### src/nvac_pkg.sv
// Package: register map, fields, reset values and types of the nonvolatile access controller
package nvac_pkg;

  // ****************************************************************
  // Widths and limits
  // ****************************************************************
  localparam int unsigned NVAC_ADDR_W     = 21;
  localparam int unsigned NVAC_DATA_W     = 8;
  localparam int unsigned NVAC_BUS_ADDR_W = 8;
  // First program address past the implemented flash (plain default)
  localparam logic [20:0] NVAC_FLASH_LIMIT = 21'h002000;

  // ****************************************************************
  // Register byte offsets
  // ****************************************************************
  localparam logic [7:0] NVAC_OFS_CONTROL = 8'h00;
  localparam logic [7:0] NVAC_OFS_UNLOCK  = 8'h04;
  localparam logic [7:0] NVAC_OFS_ADDRESS = 8'h08;
  localparam logic [7:0] NVAC_OFS_DATA    = 8'h0c;
  localparam logic [7:0] NVAC_OFS_FLAGS   = 8'h10;
  localparam logic [7:0] NVAC_OFS_STATUS  = 8'h14;
  localparam logic [7:0] NVAC_OFS_TPTR    = 8'h18;
  localparam logic [7:0] NVAC_OFS_TLATCH  = 8'h1c;

  // ****************************************************************
  // Control register field positions
  // ****************************************************************
  localparam int unsigned NVAC_CTL_RD    = 0;
  localparam int unsigned NVAC_CTL_WR    = 1;
  localparam int unsigned NVAC_CTL_WRITE_PERMIT  = 2;
  localparam int unsigned NVAC_CTL_WRITE_ABORT_FLAG = 3;
  localparam int unsigned NVAC_CTL_ERASE = 4;
  localparam int unsigned NVAC_CTL_CONFIG_SPACE_SELECT  = 6;
  localparam int unsigned NVAC_CTL_PGD   = 7;
  localparam int unsigned NVAC_FLG_WCF   = 0;

  // ****************************************************************
  // Unlock keys and reset values
  // ****************************************************************
  localparam logic [7:0]  NVAC_KEY_FIRST  = 8'h55;
  localparam logic [7:0]  NVAC_KEY_SECOND = 8'haa;
  localparam logic [20:0] NVAC_ADDR_RST   = 21'h000000;
  localparam logic [7:0]  NVAC_DATA_RST   = 8'h00;

  // ****************************************************************
  // Types
  // ****************************************************************
  typedef enum logic [1:0] {
    NVAC_SP_EEPROM = 2'h0,
    NVAC_SP_FLASH  = 2'h1,
    NVAC_SP_CONFIG = 2'h2
  } nvac_space_e;

  typedef enum logic [1:0] {
    NVAC_OP_READ  = 2'h0,
    NVAC_OP_WRITE = 2'h1,
    NVAC_OP_ERASE = 2'h2
  } nvac_op_e;

  typedef struct packed {
    logic        req;
    nvac_op_e    op;
    nvac_space_e space;
    logic [20:0] addr;
    logic [7:0]  wdata;
  } nvac_mem_req_s;

  typedef struct packed {
    logic       ack;
    logic [7:0] rdata;
  } nvac_mem_rsp_s;

endpackage

### src/nvac_unlock.sv
// Unlock sequence tracker: two keys written back to back arm one control write
`timescale 1ns/1ns
module nvac_unlock
  import nvac_pkg::*;
(
  input  wire logic       clk,
  input  wire logic       rst_n,
  input  wire logic       wr_stb,
  input  wire logic       unlock_sel,
  input  wire logic [7:0] wdata,
  output logic            armed
);

  // ****************************************************************
  // State
  // ****************************************************************
  typedef enum logic [1:0] {
    NVAC_UL_IDLE  = 2'b00,
    NVAC_UL_FIRST = 2'b01,
    NVAC_UL_ARMED = 2'b11
  } nvac_ul_e;

  typedef struct packed {
    nvac_ul_e st;
  } nvac_ul_s;

  nvac_ul_s s_q;
  nvac_ul_s s_d;

  // Any lane-0 bus write other than the expected key breaks the sequence
  always_comb begin
    s_d = s_q;
    if (wr_stb) begin
      if (unlock_sel && wdata == NVAC_KEY_FIRST) begin
        s_d.st = NVAC_UL_FIRST;
      end else if (unlock_sel && wdata == NVAC_KEY_SECOND && s_q.st == NVAC_UL_FIRST) begin
        s_d.st = NVAC_UL_ARMED;
      end else begin
        s_d.st = NVAC_UL_IDLE;
      end
    end
  end

  // State register
  always_ff @(posedge clk or negedge rst_n) begin
    if (!rst_n) begin
      s_q <= '{st: NVAC_UL_IDLE};
    end else begin
      s_q <= s_d;
    end
  end

  assign armed = (s_q.st == NVAC_UL_ARMED);

endmodule

### src/nvac_top.sv
// Nonvolatile access controller: control registers, unlock, sequencing and abort record
`timescale 1ns/1ns

module nvac_top
  import nvac_pkg::*;
(
  input  wire logic          ref_clk,
  input  wire logic          nrst,
  input  wire logic          power_on_nrst,
  input  wire logic [7:0]    avs_address,
  input  wire logic          avs_read,
  input  wire logic          avs_write,
  input  wire logic [31:0]   avs_writedata,
  input  wire logic [3:0]    avs_byteenable,
  output logic [31:0]        avs_readdata,
  output logic               avs_waitrequest,
  output nvac_mem_req_s      mem_req,
  input  wire nvac_mem_rsp_s mem_rsp,
  output logic               busy
);

  // ****************************************************************
  // Types
  // ****************************************************************
  typedef enum logic [1:0] {
    NVAC_ST_IDLE = 2'b00,
    NVAC_ST_RD   = 2'b01,
    NVAC_ST_WR   = 2'b11,
    NVAC_ST_TBL  = 2'b10
  } nvac_state_e;

  typedef struct packed {
    nvac_state_e   st;
    logic          pgd;
    logic          config_space_select;
    logic          erase;
    logic          write_permit;
    logic          wr;
    logic          rd;
    logic          wcf;
    logic          live;
    logic [20:0]   addr;
    logic [7:0]    data;
    logic [20:0]   tptr;
    logic [7:0]    tlat;
    logic          ack;
    logic [31:0]   rdata;
    nvac_mem_req_s mem;
  } nvac_main_s;

  // Survives device resets; only power-on clears it
  typedef struct packed {
    logic wip;
    logic write_abort_flag;
  } nvac_keep_s;

  // ****************************************************************
  // Reset synchronisers
  // ****************************************************************
  logic [1:0] rst_sync_q;
  logic [1:0] por_sync_q;
  logic       rst_n;
  logic       por_n;

  // Assert at once, release two edges later so no flop sees a runt release
  always_ff @(posedge ref_clk or negedge nrst) begin
    if (!nrst) begin
      rst_sync_q <= 2'b00;
    end else begin
      rst_sync_q <= {rst_sync_q[0], 1'b1};
    end
  end

  // Same treatment for the power-on reset
  always_ff @(posedge ref_clk or negedge power_on_nrst) begin
    if (!power_on_nrst) begin
      por_sync_q <= 2'b00;
    end else begin
      por_sync_q <= {por_sync_q[0], 1'b1};
    end
  end

  assign rst_n = rst_sync_q[1];
  assign por_n = por_sync_q[1];

  // ****************************************************************
  // Decode helpers
  // ****************************************************************
  function automatic nvac_space_e space_of(input logic config_space_select, input logic pgd);
    if (config_space_select) begin
      space_of = NVAC_SP_CONFIG;
    end else if (pgd) begin
      space_of = NVAC_SP_FLASH;
    end else begin
      space_of = NVAC_SP_EEPROM;
    end
  endfunction

  function automatic logic beyond_flash(input nvac_space_e sp, input logic [20:0] a);
    beyond_flash = (sp == NVAC_SP_FLASH) && (a >= NVAC_FLASH_LIMIT);
  endfunction

  // Byte-lane merge of a 21-bit pointer; lane 0 always lands with the write
  function automatic logic [20:0] merge_ptr(input logic [20:0] old_v, input logic [3:0] be,
                                            input logic [31:0] wd);
    merge_ptr = {be[2] ? wd[20:16] : old_v[20:16],
                 be[1] ? wd[15:8] : old_v[15:8],
                 wd[7:0]};
  endfunction

  // Control register as software sees it; bit 5 is unused and reads zero
  function automatic logic [7:0] ctl_view(input nvac_main_s m, input logic write_abort_flag);
    ctl_view = {m.pgd, m.config_space_select, 1'b0, m.erase, write_abort_flag, m.write_permit, m.wr, m.rd};
  endfunction

  // ****************************************************************
  // State and bus strobes
  // ****************************************************************
  nvac_main_s m_q;
  nvac_main_s m_d;
  nvac_keep_s k_q;
  nvac_keep_s k_d;
  logic       req;
  logic       wr_stb;
  logic       armed;
  logic       wr_lo;
  logic [7:0] wbyte;

  // Bus accesses take effect at the edge where waitrequest is low
  assign req     = avs_read | avs_write;
  assign wr_stb  = avs_write & m_q.ack;
  assign wr_lo   = wr_stb & avs_byteenable[0];  // Lane 0 carries every 8-bit field
  assign wbyte   = avs_byteenable[0] ? avs_writedata[7:0] : 8'h00;

  nvac_unlock nvac_unlock_i (
    .clk        (ref_clk),
    .rst_n      (rst_n),
    .wr_stb     (wr_lo),
    .unlock_sel (avs_address == NVAC_OFS_UNLOCK),
    .wdata      (avs_writedata[7:0]),
    .armed      (armed)
  );

  // ****************************************************************
  // Next state
  // ****************************************************************
  // Order matters: completion first, then software writes, so software writes win; the done flag set is applied last
  always_comb begin
    nvac_space_e sp;
    logic        wcf_set;
    logic        wr_go;
    logic        rd_go;
    logic [20:0] tptr_new;
    sp      = space_of(m_q.config_space_select, m_q.pgd);
    wcf_set = 1'b0;
    // Launch needs idle, permit stored before this write and freshly armed keys
    wr_go    = (m_q.st == NVAC_ST_IDLE) && wbyte[NVAC_CTL_WR]
               && m_q.write_permit && armed;
    // Program space is read by table fetches only, never by the read trigger
    rd_go    = (m_q.st == NVAC_ST_IDLE) && wbyte[NVAC_CTL_RD]
               && !wbyte[NVAC_CTL_PGD];
    tptr_new = merge_ptr(m_q.tptr, avs_byteenable, avs_writedata);
    m_d     = m_q;
    k_d     = k_q;
    m_d.live = 1'b1;
    m_d.ack  = req & ~m_q.ack;

    // A reset that caught a write in flight leaves wip behind
    if (!m_q.live && k_q.wip) begin
      k_d.write_abort_flag = 1'b1;
      k_d.wip   = 1'b0;
    end

    // Operation completion
    case (m_q.st)
      NVAC_ST_RD: begin
        if (mem_rsp.ack) begin
          m_d.data    = mem_rsp.rdata;
          m_d.rd      = 1'b0;
          m_d.mem.req = 1'b0;
          m_d.st      = NVAC_ST_IDLE;
        end
      end
      NVAC_ST_WR: begin
        if (mem_rsp.ack || !m_q.mem.req) begin
          m_d.wr      = 1'b0;
          m_d.mem.req = 1'b0;
          m_d.st      = NVAC_ST_IDLE;
          wcf_set     = 1'b1;
          k_d.wip     = 1'b0;
        end
      end
      NVAC_ST_TBL: begin
        if (mem_rsp.ack) begin
          m_d.tlat    = mem_rsp.rdata;
          m_d.mem.req = 1'b0;
          m_d.st      = NVAC_ST_IDLE;
        end
      end
      NVAC_ST_IDLE: begin
        m_d.mem.req = 1'b0;
      end
      default: begin
        m_d.st      = NVAC_ST_IDLE;
        m_d.mem.req = 1'b0;
      end
    endcase

    // Software writes
    if (wr_lo) begin
      case (avs_address)
        NVAC_OFS_CONTROL: begin
          // Selects are frozen while busy so an operation keeps its target
          if (m_q.st == NVAC_ST_IDLE) begin
            m_d.pgd   = wbyte[NVAC_CTL_PGD];
            m_d.config_space_select  = wbyte[NVAC_CTL_CONFIG_SPACE_SELECT];
            m_d.erase = wbyte[NVAC_CTL_ERASE];
          end
          m_d.write_permit = wbyte[NVAC_CTL_WRITE_PERMIT];
          if (!wbyte[NVAC_CTL_WRITE_ABORT_FLAG]) begin
            k_d.write_abort_flag = k_d.write_abort_flag & ~k_q.write_abort_flag;
          end
          if (wr_go) begin
            sp = space_of(wbyte[NVAC_CTL_CONFIG_SPACE_SELECT], wbyte[NVAC_CTL_PGD]);
            m_d.wr        = 1'b1;
            m_d.st        = NVAC_ST_WR;
            k_d.wip       = 1'b1;
            m_d.mem.space = sp;
            m_d.mem.addr  = m_q.addr;
            m_d.mem.wdata = m_q.data;
            m_d.mem.op    = wbyte[NVAC_CTL_ERASE] ? NVAC_OP_ERASE : NVAC_OP_WRITE;
            // Past the implemented flash nothing is there to program
            m_d.mem.req   = ~beyond_flash(sp, m_q.addr);
          end else if (rd_go) begin
            sp = space_of(wbyte[NVAC_CTL_CONFIG_SPACE_SELECT], 1'b0);
            m_d.rd        = 1'b1;
            m_d.st        = NVAC_ST_RD;
            m_d.mem.req   = 1'b1;
            m_d.mem.op    = NVAC_OP_READ;
            m_d.mem.space = sp;
            m_d.mem.addr  = m_q.addr;
          end
        end
        NVAC_OFS_ADDRESS: begin
          m_d.addr = merge_ptr(m_q.addr, avs_byteenable, avs_writedata);
        end
        NVAC_OFS_DATA: begin
          m_d.data = avs_writedata[7:0];
        end
        NVAC_OFS_FLAGS: begin
          // Write one to clear
          if (wbyte[NVAC_FLG_WCF]) begin
            m_d.wcf = 1'b0;
          end
        end
        NVAC_OFS_TPTR: begin
          m_d.tptr = tptr_new;
          // A fetch beyond flash reads as zero, an all-zero no-op word
          if (beyond_flash(NVAC_SP_FLASH, tptr_new)) begin
            m_d.tlat = 8'h00;
          end else if (m_q.st == NVAC_ST_IDLE) begin
            m_d.st        = NVAC_ST_TBL;
            m_d.mem.req   = 1'b1;
            m_d.mem.op    = NVAC_OP_READ;
            m_d.mem.space = NVAC_SP_FLASH;
            m_d.mem.addr  = tptr_new;
          end
        end
        default: begin
          m_d.data = m_d.data;  // Unmapped or read-only: ignored
        end
      endcase
    end

    // Hardware set beats a same-cycle software clear
    if (wcf_set) begin
      m_d.wcf = 1'b1;
    end

    // Read data is captured in the waiting cycle and stands at the answer edge
    if (avs_read && !m_q.ack) begin
      case (avs_address)
        NVAC_OFS_CONTROL: m_d.rdata = {24'h000000, ctl_view(m_q, k_q.write_abort_flag)};
        NVAC_OFS_UNLOCK:  m_d.rdata = 32'h00000000;
        NVAC_OFS_ADDRESS: m_d.rdata = {11'h000, m_q.addr};
        NVAC_OFS_DATA:    m_d.rdata = {24'h000000, m_q.data};
        NVAC_OFS_FLAGS:   m_d.rdata = {31'h00000000, m_q.wcf};
        NVAC_OFS_STATUS:  m_d.rdata = {28'h0000000, k_q.wip, armed, m_q.st};
        NVAC_OFS_TPTR:    m_d.rdata = {11'h000, m_q.tptr};
        NVAC_OFS_TLATCH:  m_d.rdata = {24'h000000, m_q.tlat};
        default:          m_d.rdata = 32'h00000000;
      endcase
    end
  end

  // ****************************************************************
  // Registers
  // ****************************************************************
  // Device reset clears every control bit except the abort flag, and the data and address holders
  always_ff @(posedge ref_clk or negedge rst_n) begin
    if (!rst_n) begin
      m_q <= '{st: NVAC_ST_IDLE, addr: NVAC_ADDR_RST, data: NVAC_DATA_RST,
               mem: '{req: 1'b0, op: NVAC_OP_READ, space: NVAC_SP_EEPROM,
                      addr: NVAC_ADDR_RST, wdata: NVAC_DATA_RST},
               default: '0};
    end else begin
      m_q <= m_d;
    end
  end

  // Abort record lives on the power-on reset so a device reset cannot erase it
  always_ff @(posedge ref_clk or negedge por_n) begin
    if (!por_n) begin
      k_q <= '{wip: 1'b0, write_abort_flag: 1'b0};
    end else begin
      k_q <= k_d;
    end
  end

  // ****************************************************************
  // Outputs
  // ****************************************************************
  assign avs_waitrequest = ~m_q.ack;
  assign avs_readdata    = m_q.rdata;
  assign mem_req         = m_q.mem;
  assign busy            = (m_q.st != NVAC_ST_IDLE);

endmodule

### config.mk
export PLATFORM = sky130hd
export DESIGN_NAME = nvac_top
export DESIGN_NICKNAME = d
export VERILOG_FILES = /design/src/nvac_pkg.sv /design/src/nvac_unlock.sv /design/src/nvac_top.sv
export SDC_FILE = /design/constraint.sdc
export NUM_CORES = 1
export LEC_CHECK = 0
export ABC_AREA = 1
export BUFFER_PORTS_ARGS = -buffer_cell sky130_fd_sc_hd__buf_2
export CAP_MARGIN = 40
export CORE_MARGIN = 4
export CORE_UTILIZATION = 50
export CTS_CLUSTER_DIAMETER = 100
export DETAILED_ROUTE_END_ITERATION = 16
export HOLD_SLACK_MARGIN = 0.12
export PLACE_DENSITY_LB_ADDON = 0.1
export SKIP_LAST_GASP = 1
export SLEW_MARGIN = 25
export SYNTH_ARGS = -nofsm -noshare
export SYNTH_HDL_FRONTEND = slang
export SYNTH_SLANG_ARGS = --single-unit
### constraint.sdc
create_clock -name ref_clk -period 4.3 [get_ports ref_clk]
set_input_delay 0.645 -clock ref_clk [delete_from_list [all_inputs] [get_ports ref_clk]]
set_output_delay 0.645 -clock ref_clk [all_outputs]
set_load 0.01 [all_outputs]
Yosys cells after proc, flatten, opt, wreduce, memory -nomap -nowiden
Cells that the tools add are included.

word-level totals
  register bits = 143
  word-level logic and storage cells = 150

cells by class
  reduce and logical (&&, ||, !) cells = 33
  bitwise logic cells = 8
  mux-type cells = 62
  equal/unequal tests = 18
  $lt $le $gt $ge = 2

operator list
  cell                                                                                   count
  21-bit one-hot mux with 7 select lines                                                 1
  26-bit two-way mux                                                                     4
  8-bit two-way mux                                                                      10
  26-bit one-hot mux with 2 select lines                                                 1
  21-bit by 14-bit greater-or-equal comparator with 1-bit output, second input constant  2
  37-bit two-way mux                                                                     1
  2-bit two-way mux                                                                      17
  34-bit two-way mux                                                                     1
  8-bit by 5-bit equality test with 1-bit output, second input constant                  4
  29-bit two-way mux                                                                     1
  1-bit two-way mux                                                                      19
  8-bit by 4-bit equality test with 1-bit output, second input constant                  2
  3-bit AND reduction                                                                    5
  1-bit logical AND                                                                      11
  2-bit nonzero test                                                                     5
  9-bit two-way mux                                                                      1
  8-bit by 3-bit equality test with 1-bit output, second input constant                  1
  8-bit by 7-bit equality test with 1-bit output, second input constant                  1
  8-bit equality test, second input constant                                             1
  8-bit zero test                                                                        1
  2-bit one-hot mux with 2 select lines                                                  2
  2-bit by 1-bit equality test with 1-bit output, second input constant                  3
  2-bit equality test, second input constant                                             3
  6-bit two-way mux                                                                      1
  other kinds (14)                                                                       25

Longest topological paths before layout
  depth after elaboration = 13
  mapped depth = 13
  mapped depth without buffers = 11

By module
From an unflattened synthesis, not the netlist that was laid out.

second synthesis, totals
  cell total of the unflattened synthesis = 929
  area, all modules = 7084.3 um^2

by module, submodules not included
  module       times used  area an instance (um^2)  cells each
  nvac_top     1           6917.9                   897
  nvac_unlock  1           166.4                    32

Worst setup path after synthesis
OpenSTA, ideal clock, no wires.

  path type = input to register
  start point = in avs_byteenable[0]
  end point = reg m_q, in the netlist mem_req[13]
  arrival time = 1.734 ns
  slack = 2.449 ns
  data required time = 4.184 ns
  setup time = 0.116 ns
  stages on the path = 11
  path buffers = 2
  cell sequence = buf_4 > nand2_1 > nor2_4 > nand3_4 > nand2_2 > nand2_2 > inv_2 > nand2_2 > buf_2 > nand2_1 > nand2_1

between the ends
  cells in the longest elaborated chain, start to end = 6
  elaborated cells between the ends (all ways) = 12

ends and longest elaborated chain
  item                                                                                                   line             RTL
  start: declaration                                                                                     nvac_top.sv:14   input wire logic [3:0] avs_byteenable,
  8-bit two-way mux                                                                                      nvac_top.sv:133  assign wbyte = avs_byteenable[0] ? avs_writedata[7:0] : 8'h00;
  1-bit logical AND                                                                                      nvac_top.sv:157  wr_go = (m_q.st == NVAC_ST_IDLE) && wbyte[NVAC_CTL_WR]
  1-bit logical AND (2 in a row)                                                                         nvac_top.sv:158  && m_q.write_permit && armed;
  3-bit inequality test (no source line) / 26-bit two-way mux (equally long branches)                    --
  5-bit AND reduction (no source line) / 26-bit one-hot mux with 2 select lines (equally long branches)  --
  end signal: assignment                                                                                 nvac_top.sv:302  m_q <= '{st: NVAC_ST_IDLE, addr: NVAC_ADDR_RST, data: NVAC_DATA_RST,
  end signal: assignment                                                                                 nvac_top.sv:307  m_q <= m_d;
  end: declaration                                                                                       nvac_top.sv:119  nvac_main_s m_q;

Parallel ways exist; a longest one is shown, timed or not.
A chain may end at the register's enable or synchronous reset.

Final worst setup path
  start point = reg m_q[133] (netlist bit)
  end point = reg m_q, in the netlist mem_req[10]

between the ends
  cells in the longest elaborated chain, start to end = 6
  elaborated cells between the ends (all ways) = 11

ends and longest elaborated chain
  item                                                                                                   line
  2-bit zero test *                                                                                      nvac_top.sv:157, nvac_top.sv:160, nvac_top.sv:261
  1-bit logical AND                                                                                      nvac_top.sv:157
  1-bit logical AND (2 in a row)                                                                         nvac_top.sv:158
  3-bit inequality test (no source line) / 26-bit two-way mux (equally long branches)                    --
  5-bit AND reduction (no source line) / 26-bit one-hot mux with 2 select lines (equally long branches)  --

Every way passes the cells marked *; elsewhere a longest branch is shown, timed or not.

==> results.md <==
* Clock Sinks at roughly 130
* DR vias at just over 6000
* P&R area growth vs syn at 11.65%
* P per Cell Area at between 300 and 400 mW/mm2
* Worst Hold Slack at ~0.24 ns
* Vias in the first global route at 5634
* Yosys warning count at 0
* Multi-input gate area at ~0.0029 mm2
* Clk_skew at 0.005996 ns
* Crit path buf inv count at 2
* Outcome: finished, final reports clean
* Area contributors post-synth: dfrtp_1 47%, nand2_1 19%, buf_4 7.4%
* # setup viols final at 0
* Num rows at 43
* Seq. cell area at between 0.003 and 0.004 mm2
* Routed Antenna Nets at 0
* Max Freq at slightly below 400 MHz
* Layout cell share with drive strength beyond 1 at between 10% and 20%
* CTS tree: built
* Cells on worst reg2reg path at 11
* Reg2reg setup slack at ~1.7 ns
* RR Endpoint: mem_req[10]$_DFFE_PN0P_
* CTS buffer count at 17
* Final Cycle Share at 59.41%
* Number of enable flip-flop cells after synthesis at 0
* Nets at just over 1000
* I/O Buffers at between 100 and 150
* DIE AREA at between 0.015 and 0.02 mm2
* Detailed Place HPWL at approximately 13000 um
* Number of vias per cell at approximately 5.2
* Chip height at roughly 130 um
* Root buffer cell: clkbuf_16
* CP Launch Type: flop
* First-pass GRT wire length at around 30000 um
* Ports at 126
* Cell taking the most area after synthesis: dfrtp_1
* Postcts setup bufs at 0
* Drt wl/cell at about 17 um
* Mapped cell area at 0.007066 mm2
* Worst VDD drop at about 240 uV
* Top Family by Delay on Critical Path: simple AND/OR/NAND/NOR gates
* Seq/Total Area, Yosys at between 40% and 50%
* Most common cell in the netlist: nand2_1
* Clk buf depth at 2
* CTS clock-pin slew for the worst setup and hold paths at about 0.06 ns
* Initial Utilization at between 50% and 60%
* GR Util All Layers at 24.44%
* Hold crit path type: flop to async pin
* Total core area at between 0.01 and 0.015 mm2
* Die X at between 100 and 150 um
* Initial antenna violation count at 0
* Synth Instances at 925
* Crit-path cells: inv_1 -> ha_1 -> buf_4 -> nand2_1 -> nor2_1 -> nand3_1 -> nand3_1 -> nand2_2 -> a21oi_4 -> nand2_1 -> nand2_1
* GP Congestion at 0.8572
* DRT iter0 DRCs at between 600 and 700
* Post-cts resize count at 0
* Crit. End Element: flop
* First drt pass iteration count at 5
* # diodes at 0
* Synth top area share at 46.75%
* Final wirelength at between 15000 and 20000 um
* Post-synth ARST share at between 90% and 100%
* Fillers at ~1400
* Max cap viols at 0
* Pleak at approximately 0.0044 uW
* Yosys cell types at 38
* Slew @ Worst Pin at ~0.9 ns
* Slowest CP cell: a21oi_4
* # H-tree levels at 4
* WP data arrival at 2.91 ns
* Final slew viol count at 0
* Minimum clock period after layout at around 2.6 ns
* Clock latency on the worst-skew pair at between 0.4 and 0.5 ns
* Rel. slew slack at around two fifths
* Pin count of the biggest net entering global routing at between 60 and 70
* Worst reg2reg startpoint: m_q[133]$_DFF_PN0_
* Final hold vios at 0
* Top cells by count, synth: 356 x nand2_1, 132 x dfrtp_1, 71 x nand3_1
* Congestion Overflow GR at 0
* Drc violations at 0
* Worst Path Required at between 4 and 5 ns
* Mapped Avg Cell Area at about 7.6 um2
* Critical Path Fanout Max at 24
* Crit Path Class: flop to flop
* RSZ-0062 raised after global routing: no
* Critical Path Most Common Cell: nand2_1
* Setup TNS at 0 ns
* Top FF cell, synth: dfrtp_1
* Hold buffer count at CTS at 3
* Post-synthesis sequential element count at approximately 130
* Slowest stage delay, CP at just under 0.5 ns
## cell families (layout without fill, tap and decap cells)
group | Yosys count | in the layout | share of synthesized area [%]
buffers and inverters | 166 | 210 | 13.32
adders and majority gates | 5 | 5 | 0.8854
and+or+nand+nor | 524 | 524 | 31.63
DFF | 132 | 132 | 46.75
other | 2 | 14 | 0.1063
AOI/OAI and AO/OA | 95 | 95 | 7.154
muxes | 1 | 1 | 0.1594
## area by class of cell
type	count	share of cell area, %
multi-input cells	639	36.34
well taps	180	2.855
inverters	65	3.124
repair buffers	113	7.867
clock inverters	9	1.586
clock buffers	23	6.312
flip-flops and latches	132	41.92
## worst max-delay path by stage
stage,start,end,slack (ns),cells past startpoint
after CTS,m_q[133]$_DFF_PN0_,mem_req[10]$_DFFE_PN0P_,1.78,11
after detailed placement,avs_address[1],mem_req[16]$_DFFE_PN0P_,1.52,10
after floorplan,rst_sync_q[1]$_DFF_PN0_,avs_readdata[0]$_DFFE_PN0P_,0.47,0
after global placement,avs_address[7],m_q[121]$_DFFE_PN0P_,1.53,9
final,m_q[133]$_DFF_PN0_,mem_req[10]$_DFFE_PN0P_,1.75,11
after global routing,m_q[134]$_DFF_PN0_,mem_req[27]$_DFFE_PN0P_,1.47,11
## power breakdown
part | leakage, uW | internal [uW] | total, uW | switching, uW
sequential | 0.00177 | 1260 | 1280 | 16.8
clock | 0.000305 | 984 | 1520 | 539
combinational | 0.00231 | 48.5 | 168 | 119
## cells in the final DEF (no fill, tap or decap), types with 4 or more instances in the layout
cell and n:
a21oi_1 17, buf_4 5, nand2_1 356, o21ai_0 39, clkinv_2 4, dfrtp_1 131
nand3_1 71, clkbuf_16 17, nand2_2 9, nand4_1 16, clkbuf_8 5, o21ai_1 30
inv_1 52, ha_1 5, nor3_1 10, conb_1 14, inv_2 10, nor2_1 45
buf_2 102
## sequential cells by signal, summed over array words and instances, names as in the netlist
register / count
mem_req: 34
k_q: 2
nvac_unlock_i.s_q: 2
m_q: 69
avs_readdata: 21
rst_sync_q: 2
por_sync_q: 2
## stage by stage
stage                     worst slack (ns)  std cells  instance area (um2)  power [uW]  util [%]
after floorplan                     0.4698        937                 7111        1396         -
after global placement               1.532       1123                 7193        1456     51.82
after detailed placement             1.517       1123                 7193        1458     51.82
after CTS                            1.781       1158                 7846        2975     56.53
after global routing                 1.466       1161                 7889        3062     56.83
final                                1.745       1161                 7889        2968     56.83
## layer usage
layer  GRT usage [%]  up-vias  share of wire [%]
li1                -     2953                  -
met2           34.84      244                 43
met3           5.221       41                8.7
met1           36.78     2855                 47
met4           8.644        0                2.0
met5               0        -                  0
No activity file was read; power rests on OpenSTA's default activity.
